`config.mk`:
```
export PLATFORM = sky130hd
export DESIGN_NAME = bdfm_monitor
export DESIGN_NICKNAME = d
export VERILOG_FILES = /design/src/verilog/bdfm_pkg.sv /design/src/verilog/bdfm_pin_sync.sv /design/src/verilog/bdfm_monitor.sv
export SDC_FILE = /design/constraint.sdc
export NUM_CORES = 1
export LEC_CHECK = 0
export ABC_AREA = 1
export BUFFER_PORTS_ARGS = -buffer_cell sky130_fd_sc_hd__buf_2
export CAP_MARGIN = 20
export CELL_PAD_IN_SITES_DETAIL_PLACEMENT = 1
export CELL_PAD_IN_SITES_GLOBAL_PLACEMENT = 2
export CORE_MARGIN = 4
export CORE_UTILIZATION = 34
export CTS_BUF_LIST = sky130_fd_sc_hd__clkbuf_2
export DETAILED_ROUTE_END_ITERATION = 7
export PLACE_DENSITY = 0.79
export SLEW_MARGIN = 20
export SYNTH_ARGS = -nofsm -noshare
export SYNTH_HDL_FRONTEND = slang
export SYNTH_SLANG_ARGS = --single-unit
```
`constraint.sdc`:
```
create_clock -name clk -period 2.1 [get_ports clk]
set_input_delay 0.21 -clock clk [delete_from_list [all_inputs] [get_ports clk]]
set_output_delay 0.21 -clock clk [all_outputs]
set_load 0.01 [all_outputs]
```
`src/verilog/bdfm_pkg.sv`:
```
// Purpose: Shared constants and types for the burst drive fault monitor
// Assumes: 50 MHz core clock; control pins arrive asynchronously
// Notes:   Field widths and the timeout unit are plain defaults

package bdfm_pkg;

    ////////////////////////////////////////////////////////////////////////////
    // Clock and timing
    localparam int CLK_PERIOD_NS = 20;               // Core clock period
    localparam int TO_UNIT_NS    = 1000;             // One timeout field step
    localparam int TO_UNIT_CYC   = (TO_UNIT_NS + CLK_PERIOD_NS - 1) / CLK_PERIOD_NS;

    ////////////////////////////////////////////////////////////////////////////
    // Widths
    localparam int PULSE_W  = 6;                     // Programmed pulse count
    localparam int TO_FLD_W = 3;                     // Toggle timeout field
    localparam int TO_CNT_W = 10;                    // Timeout / blank counter

    // Timeout field value that clears the stuck flag and disables the check
    localparam logic [TO_FLD_W-1:0] TO_FLD_OFF = 3'h7;

    ////////////////////////////////////////////////////////////////////////////
    // Reset values
    localparam logic [PULSE_W-1:0]  CNT_RST = 6'h00;
    localparam logic [TO_CNT_W-1:0] TO_RST  = 10'h000;

    ////////////////////////////////////////////////////////////////////////////
    // Types
    typedef enum logic [1:0] {
        BDFM_MODE_SPI    = 2'h0,                     // Trigger from serial bit
        BDFM_MODE_PIN_A  = 2'h1,                     // Enable from control pin a
        BDFM_MODE_DUAL   = 2'h2,                     // Pin a drives both legs; either pin arms
        BDFM_MODE_SINGLE = 2'h3                      // Pin b enables and starts
    } bdfm_mode_t;

    typedef struct packed {
        bdfm_mode_t           mode;                  // Control mode
        logic [PULSE_W-1:0]   pulse_num;             // Programmed pulse count
        logic [TO_FLD_W-1:0]  toggle_timeout_period; // Toggle timeout field
        logic                 single_leg_drive_select; // Half-bridge drive
    } bdfm_cfg_t;

endpackage

```
`src/verilog/bdfm_pin_sync.sv`:
```
// Purpose: Two-stage synchroniser with edge detection for one control pin
// Assumes: Pin is asynchronous to clk
// Notes:   Edges are taken only from the second and third stages

`timescale 1ns/1ns

module bdfm_pin_sync
    import bdfm_pkg::*;
(
    // Clock and reset
    input  wire logic clk,
    input  wire logic rst,
    input  wire logic clk_en,
    // Pin and results
    input  wire logic pin,
    output logic      level,
    output logic      fall,
    output logic      rise
);

    logic [2:0] sh_q;   // Stage 0 feeds only stage 1
    logic [2:0] sh_d;   // Next shift value

    ////////////////////////////////////////////////////////////////////////////
    // Next shift value; frozen while the enable is low
    always_comb begin
        sh_d = clk_en ? {sh_q[1:0], pin} : sh_q;
    end

    // Register the chain
    always_ff @(posedge clk or posedge rst) begin
        if (rst) begin
            sh_q <= 3'h7;   // Idle high, so no false edge at release
        end else begin
            sh_q <= sh_d;
        end
    end

    assign level = sh_q[1];
    assign fall  = sh_q[2] & ~sh_q[1];
    assign rise  = ~sh_q[2] & sh_q[1];

endmodule

```
`src/verilog/bdfm_monitor.sv`:
```
// Purpose: Burst sequencing with pulse-count and stuck-drive fault monitoring
// Assumes: Control pins are asynchronous; config and standby are core-clock signals
// Notes:   Drive outputs are released low outside a burst

`timescale 1ns/1ns

module bdfm_monitor
    import bdfm_pkg::*;
(
    // Clock and reset
    input  wire logic      clk,
    input  wire logic      rst,
    input  wire logic      clk_en,
    // Control pins from the controller
    input  wire logic      ctrl_pin_a,
    input  wire logic      ctrl_pin_b,
    // Configuration and power state
    input  wire bdfm_cfg_t cfg,
    input  wire logic      spi_trigger,
    input  wire logic      toggle_timeout_wr,
    input  wire logic      standby_or_sleep,
    // Drive and status
    output logic           drive_out_a,
    output logic           drive_out_b,
    output logic           burst_active,
    output logic           pulse_count_fault,
    output logic           stuck_drive_fault
);

    typedef enum logic [1:0] {ST_IDLE, ST_ARMED, ST_BURST, ST_BLANK} bdfm_state_t;

    ////////////////////////////////////////////////////////////////////////////
    // Timeout length in cycles for a field value
    function automatic logic [TO_CNT_W-1:0] to_limit(input logic [TO_FLD_W-1:0] fld);
        logic [TO_CNT_W-1:0] steps;
        steps    = TO_CNT_W'(fld) + TO_CNT_W'(1);
        to_limit = TO_CNT_W'(steps * TO_CNT_W'(TO_UNIT_CYC));
    endfunction

    ////////////////////////////////////////////////////////////////////////////
    // Pin synchronisers
    logic a_lvl, a_fall, a_rise;   // Pin a level and edges
    logic b_lvl, b_fall, b_rise;   // Pin b level and edges

    bdfm_pin_sync u_sync_a (
        .clk    (clk),
        .rst    (rst),
        .clk_en (clk_en),
        .pin    (ctrl_pin_a),
        .level  (a_lvl),
        .fall   (a_fall),
        .rise   (a_rise)
    );

    bdfm_pin_sync u_sync_b (
        .clk    (clk),
        .rst    (rst),
        .clk_en (clk_en),
        .pin    (ctrl_pin_b),
        .level  (b_lvl),
        .fall   (b_fall),
        .rise   (b_rise)
    );

    ////////////////////////////////////////////////////////////////////////////
    // State
    bdfm_state_t         st_q, st_d;       // Burst sequencer
    logic [PULSE_W-1:0]  cnt_q, cnt_d;     // Pulses since start
    logic [TO_CNT_W-1:0] to_q, to_d;       // Toggle timer or blank timer
    logic                trig_q, trig_d;   // Last serial trigger, for rising detect
    logic                pcf_q, pcf_d;     // Pulse count fault
    logic                sdf_q, sdf_d;     // Stuck drive fault
    logic                da_q, da_d;       // Drive leg a
    logic                db_q, db_d;       // Drive leg b
    logic                ba_q, ba_d;       // Burst flag, registered so the output is a flop

    // Decoded helpers
    logic                counting;         // Modes that count pulses
    logic                tog;              // Edge relevant to the toggle timer
    logic                count_done;       // Programmed count reached
    logic                short_end;        // Ending before the count was sent
    logic                ext_end;          // Controller asked for end of burst
    logic                timeout;          // Toggle timer expired
    logic                start;            // Start of burst this cycle
    logic [TO_CNT_W-1:0] lim;              // Current timer limit

    ////////////////////////////////////////////////////////////////////////////
    // Next-state logic for sequencer, counters, flags and drive
    always_comb begin
        st_d   = st_q;
        cnt_d  = cnt_q;
        to_d   = to_q;
        trig_d = spi_trigger;
        pcf_d  = pcf_q;
        sdf_d  = sdf_q;
        start  = 1'b0;
        lim    = to_limit(cfg.toggle_timeout_period);
        counting = (cfg.mode != BDFM_MODE_DUAL);
        // Dual mode watches both pins, the others only the clock on pin b
        tog = counting ? (b_fall | b_rise) : (a_fall | a_rise | b_fall | b_rise);
        // Zero count never completes in modes 0 and 1; mode 3 has no continuous run
        count_done = counting && (cnt_q == cfg.pulse_num)
                     && !(cfg.pulse_num == CNT_RST && cfg.mode != BDFM_MODE_SINGLE);
        short_end  = counting && (cfg.pulse_num != CNT_RST) && (cnt_q < cfg.pulse_num);
        ext_end    = (cfg.mode == BDFM_MODE_SPI && !spi_trigger)
                     || (cfg.mode == BDFM_MODE_PIN_A && a_lvl)
                     || (cfg.mode == BDFM_MODE_DUAL && a_lvl && b_lvl);
        timeout    = (cfg.toggle_timeout_period != TO_FLD_OFF) && (to_q >= lim);

        // Clears first, so a set further down wins in the same cycle
        if (toggle_timeout_wr && cfg.toggle_timeout_period == TO_FLD_OFF) begin
            sdf_d = 1'b0;
        end
        if (standby_or_sleep) begin
            sdf_d = 1'b0;
            pcf_d = 1'b0;
        end

        case (st_q)
            ST_IDLE: begin
                to_d  = TO_RST;
                cnt_d = CNT_RST;
                case (cfg.mode)
                    // Serial trigger must go low then high again
                    BDFM_MODE_SPI: begin
                        if (spi_trigger && !trig_q) begin
                            st_d = ST_ARMED;
                        end
                    end
                    BDFM_MODE_PIN_A: begin
                        if (a_fall) begin
                            st_d = ST_ARMED;
                        end
                    end
                    BDFM_MODE_DUAL: begin
                        if (a_fall || b_fall) begin
                            st_d = ST_ARMED;
                        end
                    end
                    default: begin
                        start = b_fall;
                    end
                endcase
            end
            ST_ARMED: begin
                // Enabled; nothing counted until the start edge
                if (ext_end && cfg.mode != BDFM_MODE_DUAL) begin
                    st_d = ST_IDLE;
                end else if (cfg.mode == BDFM_MODE_DUAL) begin
                    start = a_fall;
                end else begin
                    start = b_fall;
                end
            end
            ST_BURST: begin
                to_d = tog ? TO_RST : to_q + TO_CNT_W'(1);
                if (b_fall && counting && !count_done) begin
                    cnt_d = cnt_q + PULSE_W'(1);
                end
                if (count_done || timeout || ext_end) begin
                    st_d = (cfg.mode == BDFM_MODE_SINGLE) ? ST_BLANK : ST_IDLE;
                    to_d = TO_RST;
                    if (!count_done && timeout) begin
                        sdf_d = 1'b1;
                    end
                    if (!count_done && short_end) begin
                        pcf_d = 1'b1;
                    end
                end
            end
            ST_BLANK: begin
                // Pin b edges ignored until the blank interval runs out
                to_d = to_q + TO_CNT_W'(1);
                if (to_q >= lim) begin
                    st_d = ST_IDLE;
                    to_d = TO_RST;
                end
            end
            default: begin
                st_d = ST_IDLE;
            end
        endcase

        if (start) begin
            st_d  = ST_BURST;
            cnt_d = CNT_RST;
            to_d  = TO_RST;
            pcf_d = 1'b0;
            sdf_d = 1'b0;
        end
        // Standby leaves any burst at once
        if (standby_or_sleep) begin
            st_d = ST_IDLE;
        end

        // Drivers follow the pins only inside a burst; released otherwise
        if (st_d == ST_BURST) begin
            da_d = counting ? b_lvl : ~a_lvl;
            db_d = cfg.single_leg_drive_select ? 1'b0 : (counting ? ~b_lvl : ~b_lvl);
            if (!counting && !cfg.single_leg_drive_select) begin
                db_d = ~da_d;
            end
        end else begin
            da_d = 1'b0;
            db_d = 1'b0;
        end

        // A low enable freezes everything
        if (!clk_en) begin
            st_d   = st_q;
            cnt_d  = cnt_q;
            to_d   = to_q;
            trig_d = trig_q;
            pcf_d  = pcf_q;
            sdf_d  = sdf_q;
            da_d   = da_q;
            db_d   = db_q;
        end
        // Follows the next state, so it matches the state flop cycle for cycle
        ba_d = (st_d == ST_BURST);
    end

    ////////////////////////////////////////////////////////////////////////////
    // Registers; flags power up clear and hold until a clearing event
    always_ff @(posedge clk or posedge rst) begin
        if (rst) begin
            st_q   <= ST_IDLE;
            cnt_q  <= CNT_RST;
            to_q   <= TO_RST;
            trig_q <= 1'b0;
            pcf_q  <= 1'b0;
            sdf_q  <= 1'b0;
            da_q   <= 1'b0;
            db_q   <= 1'b0;
            ba_q   <= 1'b0;
        end else begin
            st_q   <= st_d;
            cnt_q  <= cnt_d;
            to_q   <= to_d;
            trig_q <= trig_d;
            pcf_q  <= pcf_d;
            sdf_q  <= sdf_d;
            da_q   <= da_d;
            db_q   <= db_d;
            ba_q   <= ba_d;
        end
    end

    assign drive_out_a       = da_q;
    assign drive_out_b       = db_q;
    assign burst_active      = ba_q;
    assign pulse_count_fault = pcf_q;
    assign stuck_drive_fault = sdf_q;
endmodule

```
* Word level (Yosys, flattened, before mapping)
Index checks and enable logic that the tools add are counted.
Word-level totals: latch bits 0, output and inout port bits 5, RAM bits 0, flip-flop bits (word level) 30, memories 0, input port bits 20, word-level logic and storage cells 123, ROM bits 0
Operators by class: equality and inequality tests 14, multiplexer cells 41, shift operators 0, reductions and logical operators 38, order comparisons 2, div/mod/pow operators 0, $add $sub $neg 3, multipliers 1, bitwise logic cells 13
Operators by type and width (count):
- $mux W10 | 4
- $pmux W10 S3 | 1
- $mux W1 | 20
- $mux W2 | 10
- $logic_and A1 B1 Y1 | 18
- $eq A2 B2 Y1 const B | 6
- $mux W6 | 2
- $pmux W6 S2 | 1
- $add A10 B1 Y10 const B | 1
- $ge A10 B10 Y1 | 1
- $mul A4 B5 Y9 const B | 1
- $pmux W2 S4 | 1
- $add A6 B1 Y6 const B | 1
- $eq A6 B6 Y1 | 1
- $logic_not A1 Y1 | 6
- $logic_not A6 Y1 | 1
- $lt A6 B6 Y1 | 1
- $ne A3 B3 Y1 const B | 2
- $pmux W2 S3 | 1
- $reduce_bool A6 Y1 | 1
- $logic_or A1 B1 Y1 | 5
- $not A1 Y1 | 5
- $add A3 B1 Y4 const B | 1
- $and A1 B1 Y1 | 4
- 11 further kinds | 17

* Depth between registers and ports, before layout
Gate-level depths: netlist of run 1.
word-level depth 12, depth in mapped cells 21, mapped depth without buffers 21

* By module
Synthesis of run 1 repeated with hierarchy kept, for this count alone.
Unflattened totals: cells, all modules 345, area total of the unflattened synthesis 2457.4 µm²
Modules (own cells, without submodules):
- bdfm_monitor | area each 2187.1 µm², instances 1, cells an instance 309, seq. area each 600.6 µm²
- bdfm_pin_sync | area each 135.1 µm², instances 2, cells an instance 18, seq. area each 78.8 µm²

* Least setup slack after synthesis of run 1
No wires, ideal clock.
kind input-to-reg, start point in cfg[1] (netlist bit), end point reg to_q[0], setup time 0.065 ns, path slack -0.951 ns, required time 2.035 ns, path buffers 0, cell stages on the path 20, arrival time 2.986 ns, cell sequence ha_1 ha_1 ha_1 inv_1 fa_1 inv_1 a21oi_1 xor2_1 ha_1 nand2_1 inv_1 a21oi_1 nand3_1 nand2_1 nand2_1 inv_2 nand3_1 nand2_2 nand3_1 nand2_1
Between the ends: longest elaborated chain between the ends 9, elaborated cells between the ends (all ways) 11, those cells by class add/sub (1); mul (1); order compare (1); eq/ne (1); mux (4); reduce/logical (3)
RTL lines:
- from (decl) | line bdfm_monitor.sv:18 | input wire bdfm_cfg_t cfg,
- $add A3 B1 Y4 | line bdfm_monitor.sv:36 | steps = TO_CNT_W'(fld) + TO_CNT_W'(1);
- $mul A4 B5 Y9 | line bdfm_monitor.sv:37 | to_limit = TO_CNT_W'(steps * TO_CNT_W'(TO_UNIT_CYC));
- $ge A10 B10 Y1 | line bdfm_monitor.sv:108, bdfm_monitor.sv:174
- $logic_and A1 B1 Y1 | line bdfm_monitor.sv:108 | timeout = (cfg.toggle_timeout_period != TO_FLD_OFF) && (to_q >= lim);
- $logic_or A1 B1 Y1 (2 in series) | line bdfm_monitor.sv:160 | if (count_done || timeout || ext_end) begin
- $mux W10 | line bdfm_monitor.sv:160
- $pmux W10 S3 * | line bdfm_monitor.sv:119 | case (st_q)
- $mux W10 * | line bdfm_monitor.sv:184 | if (start) begin
- to (signal assigned) | line bdfm_monitor.sv:239 | to_q <= to_d;
- to (decl) | line bdfm_monitor.sv:69 | logic [TO_CNT_W-1:0] to_q, to_d;
Every way passes the cells marked *; elsewhere a longest branch is shown, timed or not. A chain may end at the register's enable or synchronous reset.

* Worst setup path after layout of run 1
start point in cfg[2] (netlist bit), end point reg da_q, in the netlist drive_out_a
Between the ends: longest elaborated chain between the ends 12, elaborated cells between the ends (all ways) 14, those cells by class add/sub (1); mul (1); order compare (1); eq/ne (2); mux (6); reduce/logical (3)
RTL lines:
- $add A3 B1 Y4 | line bdfm_monitor.sv:36
- $mul A4 B5 Y9 | line bdfm_monitor.sv:37
- $ge A10 B10 Y1 | line bdfm_monitor.sv:108, bdfm_monitor.sv:174
- $logic_and A1 B1 Y1 | line bdfm_monitor.sv:108
- $logic_or A1 B1 Y1 (2 in series) | line bdfm_monitor.sv:160
- $mux W2 | line bdfm_monitor.sv:160
- $pmux W2 S4 * | line bdfm_monitor.sv:119
- $mux W2 * | line bdfm_monitor.sv:184
- $mux W2 * | line bdfm_monitor.sv:192 | if (standby_or_sleep) begin
- $eq A2 B2 Y1 * | line bdfm_monitor.sv:197 | if (st_d == ST_BURST) begin
- $mux W1 * | line bdfm_monitor.sv:197
- to (signal assigned) | line bdfm_monitor.sv:233 | da_q <= 1'b0;
- to (signal assigned) | line bdfm_monitor.sv:243 | da_q <= da_d;
- to (decl) | line bdfm_monitor.sv:73 | logic da_q, da_d;
Marked as above.

==> summary.txt, run 1 <==
Finish
  • Area growth, synth to finish: 30.1%
  • Fillcell total: 905
  • Final design utilization: 0.465
  • Design Area, Final: between 3000 and 4000 um^2
  • Fraction of layout cells with a size suffix above 1: 0.282
  • Post-Layout Cell Count: 508
  • NumNets Final: 459
  • Diode count: 0

Power and ir drop
  • Logic pwr share: 0.366
  • Clock share of power: 0.205
  • Power per Cell Area: 474 nW/um^2
  • Sw Pwr: 606 uW
  • Net Sw Frac: 0.398
  • Total chip power: 1520 uW
  • Internal power: 915 uW
  • Sequential power share: 0.429
  • Leak: 0.00166 uW
  • Worst VDD drop: 0.000240 V

Yosys
  • Number of synthesized flops with an enable pin: 0
  • #FFs+latches synth: 30
  • Syn_area_per_cell: between 6 and 7 um^2
  • Synth warn: 0
  • Syn nets: 406
  • Synth cell count leaders: nand2_1, inv_1, nor2_1, nand3_1, ha_1
  • Biggest area consumer among synthesized cells: dfrtp_1
  • Synth top area cells: dfrtp_1, nand2_1, ha_1, inv_1, dfstp_2
  • Area share of the leading cell type in the synthesized netlist: 0.243
  • Top_reg_cell synth: dfrtp_1
  • Most frequent cell after synthesis: nand2_1
  • Async SR Flop Fraction: 1.00
  • Cell area after synthesis: 2470 um^2
  • Sequential area share after synthesis: 0.307
  • Post-Syn Instances: 358
  • Unique masters post-synth: 30

Outcome
  • Failing checks: negative setup slack
  • Status: finished with violations

Clock tree
  • Clock net sink count: 30
  • CTS tree: done
  • Clock root cell: clkbuf_2
  • Clock-pin slew on the worst setup and hold paths: 190 ps
  • Worst-Skew Late Latency: around 370 ps
  • CTS Buffer Depth: 2
  • CTS Buf Count: 5
  • H-tree depth: 2

Critical path
  • R2r setup slk: 190 ps
  • Crit path arrival time: 2940 ps
  • FF-to-FF path depth: 9
  • Crit Path Class: in -> reg
  • Critical Path End Type: register
  • Reg2reg start: cnt_q[0]
  • CP Launch Type: input pin
  • Critical path peak fanout: 3
  • Worst Path Required: 2410 ps
  • Reg2reg end: drive_out_a

Place
  • Gpl congestion: 0.783
  • Placed insts: 493
  • Hpwl dp: 5650 um
  • Port bufs: 24
  • Dpl cell area: roughly 3000 um^2

Drt
  • Via count: roughly 2.4k
  • Vias per inst: 4.75
  • ANT nets after route: 0
  • Total wire length: 7030 um
  • Drt pass-1 iters: 4
  • Number of DRC markers in iteration 0: 43
  • DRC viols: 0
  • WL/cell: 13.8 um

Timing
  • Unrepaired setup endpoints after global routing: yes
  • # setup viols final: 17
  • Final Hold Fails: 0
  • Final WS setup: -536 ps
  • Fmax: around 380 MHz
  • Minimum clock period: ~2600 ps
  • Worst Clk Skew: 22.3 ps
  • Slew Limit Fails: 0
  • Period utilisation layout: 1.26
  • WHS: 68.0 ps

GRT
  • Wire length of the first global-routing pass: 12100 um
  • Initial antenna violation count: 0
  • Congestion Overflow GR: 0
  • Vias in the first global route: 2603
  • Largest net degree at the start of global routing: 31
  • GR Util All Layers: 0.175

Floorplanning
  • IO Count: 25
  • DIE AREA: 8690 um^2
  • Die height: 93.2 um
  • Row count: 30
  • Chip width: 93.2 um
  • Initial core utilization: 0.357
  • CORE AREA: 6910 um^2

Hold path
  • Worst Hold Class: in -> reg
  • Hold endpoint: trig_q
  • Hold path start: spi_trigger
  • Min-Delay Path Depth: 3

Run
  • Max_cap viols: 0
## logic make-up (layout without fill, tap and decap cells)
family                   count (synthesis)  in the layout  share of synthesized area
XOR/XNOR                                11             11                     0.0390
flip-flops                              30             30                      0.307
buffers and inverters                   63            117                     0.0973
AND/OR/NAND/NOR                        186            186                      0.316
adder cells (fa/ha/maj)                 28             28                      0.145
AO/OA/AOI/OAI                           39             39                     0.0943
other                                    1              1                    0.00152
## placed cells by master (no fill, tap or decap), drive strengths merged
cell type	n
a21boi	1
a21oi	19
a22o	1
buf	48
clkbuf	5
clkinv	2
clkinvlp	1
conb	1
dfrtp	24
dfstp	6
dlygate4sd3	3
fa	1
ha	27
inv	58
nand2	112
nand3	30
nand4	7
nor2	31
nor3	5
o211a	1
o21ai	14
o21bai	1
o22ai	1
o31ai	1
or2	1
xnor2	2
xor2	9
## through the flow
step	TNS [ps]	worst slack, ps
global route	-10180	-628
floorplan	-8080	-532
global placement	-16320	-1050
detailed placement	-17560	-1110
finish	-8670	-536
CTS	-8930	-592
## layer usage
metal / up-vias / part of all wire / global-route usage
met5: - / 0 / 0
met4: 0 / 0.011 / 0.0440
met3: 8 / 0.021 / 0.0274
met2: 26 / 0.53 / 0.332
met1: 1140 / 0.44 / 0.204
li1: 1241 / - / -
## cell type report
cell class                      count  area, um^2  area share
Clock buffer                        5        25.0     0.00779
Clock inverter                      3        16.3     0.00506
Inverter                           58         220      0.0686
Multi-Input combinational cell    265        1710       0.534
Sequential cell                    30         758       0.236
Tap cell                           96         120      0.0374
Timing Repair Buffer               51         358       0.111
## what timing repair did
| action | in CTS | in global routing |
|---|---|---|
| endpoints found under the setup margin | 17 | 17 |
| pin swaps | 20 | 16 |
| endpoints found under the hold margin | 26 | 0 |
| buffers inserted | 3 | 2 |
| hold buffers | 3 | 0 |
| gates resized for setup | 19 | 14 |
## sequential cells by signal (all words and copies together) (netlist names)
signal and cells:
burst_active 1, cnt_q 6, drive_out_a 1, drive_out_b 1
pulse_count_fault 1, st_q 2, stuck_drive_fault 1, to_q 10
trig_q 1, u_sync_a.sh_q 3, u_sync_b.sh_q 3
## power groups by stage
stage / Sequential, uW / Clock (uW) / Combinational [uW]
final: 653 / 311 / 557
after global routing: 662 / 357 / 631
after detailed placement: 664 / 0 / 503
after floorplan: 652 / 0 / 341
after global placement: 663 / 0 / 485
after CTS: 655 / 335 / 547
## worst max path at each step
stage	to	startpoint
global route	burst_active	cfg[2]
finish	drive_out_a	cfg[2]
detailed placement	burst_active	cfg[1]
floorplan	to_q[0]	cfg[1]
CTS	burst_active	cfg[2]
global placement	burst_active	cfg[2]
## worst max-delay path, cell delays in order
cell and delay, ps:
buf_8 110, ha_4 160, ha_4 220, ha_4 260, inv_2 30, fa_2 350
inv_2 60, a21oi_2 50, xor2_1 160, ha_1 330, nand2_2 120, inv_2 40
a21oi_2 150, nand3_2 130, nand2_4 100, nand3_1 130, a21oi_2 180, nand3_1 100
nand2_1 60
(Power assumes the default switching activity.)
==> run 2, diff against run 1 <==
CORE_UTILIZATION = 37   (was 34)
PLACE_DENSITY = 0.85   (was 0.79)
clock period = 3.05 ns   (was 2.1 ns; I/O delays follow)
==> summary.txt, run 2 (synthesis results as in run 1) <==
Clock tree
  • CTS Buf Count: 5 (unchanged)
  • Worst-Skew Late Latency: 380 ps (was 370 ps)
  • Clock-pin slew on the worst setup and hold paths: 170 ps (was 190 ps)
  • CTS Buffer Depth: 2 (unchanged)
  • Clock net sink count: 30 (unchanged)
  • H-tree depth: 2 (unchanged)
  • Clock root cell: clkbuf_2 (unchanged)
  • CTS tree: done (unchanged)

Timing
  • Slew margin rel.: 0.586
  • Worst-margin pin slew: 621 ps
  • Fmax: about 340 MHz
  • # setup viols final: 0 (was 17)
  • Period utilisation layout: 0.951
  • Final WS setup: 150 ps (was -536 ps)
  • Slew Limit Fails: 0 (unchanged)
  • Final Hold Fails: 0 (unchanged)
  • WHS: 89.2 ps (was 68.0 ps)
  • Worst Clk Skew: 30.1 ps (was 22.3 ps)
  • Minimum clock period: 2900 ps
  • Setup TNS Final: 0 ps (was -8670 ps)

Drt
  • WL met1: 3400 um (was 3080 um)
  • Drt pass-1 iters: 3 (was 4)
  • Total wire length: 6820 um (was 7030 um)
  • WL/cell: 14.3 um (was 13.8 um)
  • Met2 wire len: 3230 um (was 3740 um)
  • ANT nets after route: 0 (unchanged)
  • Met3 Routed Length: 124 um (was 148 um)
  • Max Used Layer: met4 (unchanged)
  • Via count: 2314 (was 2415)
  • Vias per inst: 4.86 (was 4.75)
  • DRC viols: 0 (unchanged)
  • Number of DRC markers in iteration 0: 65 (was 43)

Critical path
  • Critical path peak fanout: 3 (unchanged)
  • Slowest cell delay on critical path: 310 ps (was 350 ps)
  • Most used cell, CP: ha_1
  • Worst Path Required: 3380 ps (was 2410 ps)
  • Slowest cell on the critical path: ha_4 (was fa_2)
  • Crit Path Class: in -> reg (unchanged)
  • Crit path arrival time: 3230 ps (was 2940 ps)
  • R2r setup slk: 1050 ps (was 190 ps)
  • Critical-path cell list: buf_2, ha_1, ha_4, ha_1, ha_1, ha_1, xnor2_1, inv_1, ha_1, nand2_2, inv_1, a21oi_2, nand3_2, nand2_4, nand3_1, a21oi_1, nand3_1, nand2_1 (was buf_8, ha_4, ha_4, ha_4, inv_2, fa_2, inv_2, a21oi_2, xor2_1, ha_1, nand2_2, inv_2, a21oi_2, nand3_2, nand2_4, nand3_1, a21oi_2, nand3_1, nand2_1)
  • FF-to-FF path depth: 10 (was 9)
  • Reg2reg start: to_q[7] (was cnt_q[0])
  • Critical Path End Type: register (unchanged)
  • Reg2reg end: drive_out_b (was drive_out_a)
  • CP Launch Type: input pin (unchanged)

GRT
  • Vias in the first global route: 2483 (was 2603)
  • Wire length of the first global-routing pass: 11600 um (was 12100 um)
  • Initial antenna violation count: 0 (unchanged)
  • GR Util All Layers: 0.187 (was 0.175)
  • Congestion Overflow GR: 0 (unchanged)
  • Largest net degree at the start of global routing: 18 (was 31)

Power and ir drop
  • Total chip power: 1070 uW (was 1520 uW)
  • Power per Cell Area: 366 nW/um^2 (was 474 nW/um^2)
  • Leak: 0.00160 uW (was 0.00166 uW)
  • Worst VDD drop: 0.000218 V (was 0.000240 V)

Floorplanning
  • Initial core utilization: 0.384 (was 0.357)
  • Row count: 29 (was 30)
  • Chip width: 89.7 um (was 93.2 um)
  • DIE AREA: 8040 um^2 (was 8690 um^2)
  • CORE AREA: 6420 um^2 (was 6910 um^2)
  • Die height: 89.7 um (was 93.2 um)
  • IO Count: 25 (unchanged)

Finish
  • Post-Layout Cell Count: 476 (was 508)
  • Most common cell after layout, fill and taps aside: nand2_1 (unchanged)
  • Most frequent cells in the layout: nand2_1, inv_1, nor2_1 (unchanged)
  • Max FFs per register: 10 (unchanged)
  • Diode count: 0 (unchanged)
  • Area growth, synth to finish: 19.0% (was 30.1%)
  • Largest registers: to_q: 10 flops, cnt_q: 6 flops (unchanged)
  • Most flop-heavy register: to_q (unchanged)
  • NumNets Final: 446 (was 459)
  • Fraction of layout cells with a size suffix above 1: 0.198 (was 0.282)

Hold path
  • Hold path start: ctrl_pin_a (was spi_trigger)
  • Hold endpoint: u_sync_a.sh_q[0] (was trig_q)
  • Min-Delay Path Depth: 3 (unchanged)
  • Worst Hold Class: in -> reg (unchanged)

Place
  • Hpwl dp: 5550 um (was 5650 um)
  • DP Worst Slack: -473 ps (was -1110 ps)
  • Port bufs: 24 (unchanged)
  • Placed insts: 466 (was 493)
  • Gpl congestion: 0.766 (was 0.783)

Outcome
  • Status: completed (was finished with violations)

Run
  • Max_cap viols: 0 (unchanged)
run 2: area by class of cell:
type,count,area [um^2]
inverter,58,218
clock buffer,6,30.0
multi-input combinational,265,1550
fill,854,3490
clock inverter,2,33.8
timing repair buffer,38,248
tap,77,96.3
sequential,30,758
run 2: routing by layer:
layer  up-vias  global-route usage
met3         8              0.0283
met2        14               0.320
met5         -                   0
li1       1213                   -
met4         0              0.0406
met1      1079               0.250
run 2: worst max-delay path by stage:
stage | start | to | slack (ps) | depth (start not counted)
6_report | cfg[1] | drive_out_b | 150 | 18
5_1_grt | cfg[2] | burst_active | -9 | 20
4_1_cts | cfg[2] | to_q[9] | 20 | 23
3_5_place_dp | cfg[1] | to_q[9] | -470 | 22
3_3_place_gp | cfg[1] | burst_active | -320 | 19
2_1_floorplan | cfg[1] | to_q[0] | 3 | 20
run 2: report_power, final:
part	internal, uW	total, uW	switching [uW]
Sequential	426	450	23.8
Combinational	125	330	205
Clock	140	293	153
Total	692	1070	382
run 2: through the flow:
step | util | cell area [um^2]
6_report | 0.457 | 2940
5_1_grt | 0.457 | 2940
4_1_cts | 0.448 | 2880
3_5_place_dp | 0.433 | 2780
3_3_place_gp | 0.429 | 2750
2_1_floorplan | - | 2480
run 2: timing repair:
action / in CTS / in global routing
buffers inserted: 0 / 1
hold buffers: 1 / 0
pin swaps: 0 / 8
gates resized for setup: 2 / 10
endpoints found under the setup margin: 13 / 16
endpoints found under the hold margin: 12 / 0
run 2: critical path: cells and delay by family:
family	cells	cell delay, ps
fa+ha+maj	6	1550
buf+inv	3	230
simple gates	6	610
xor+xnor	1	160
compound gates	2	390
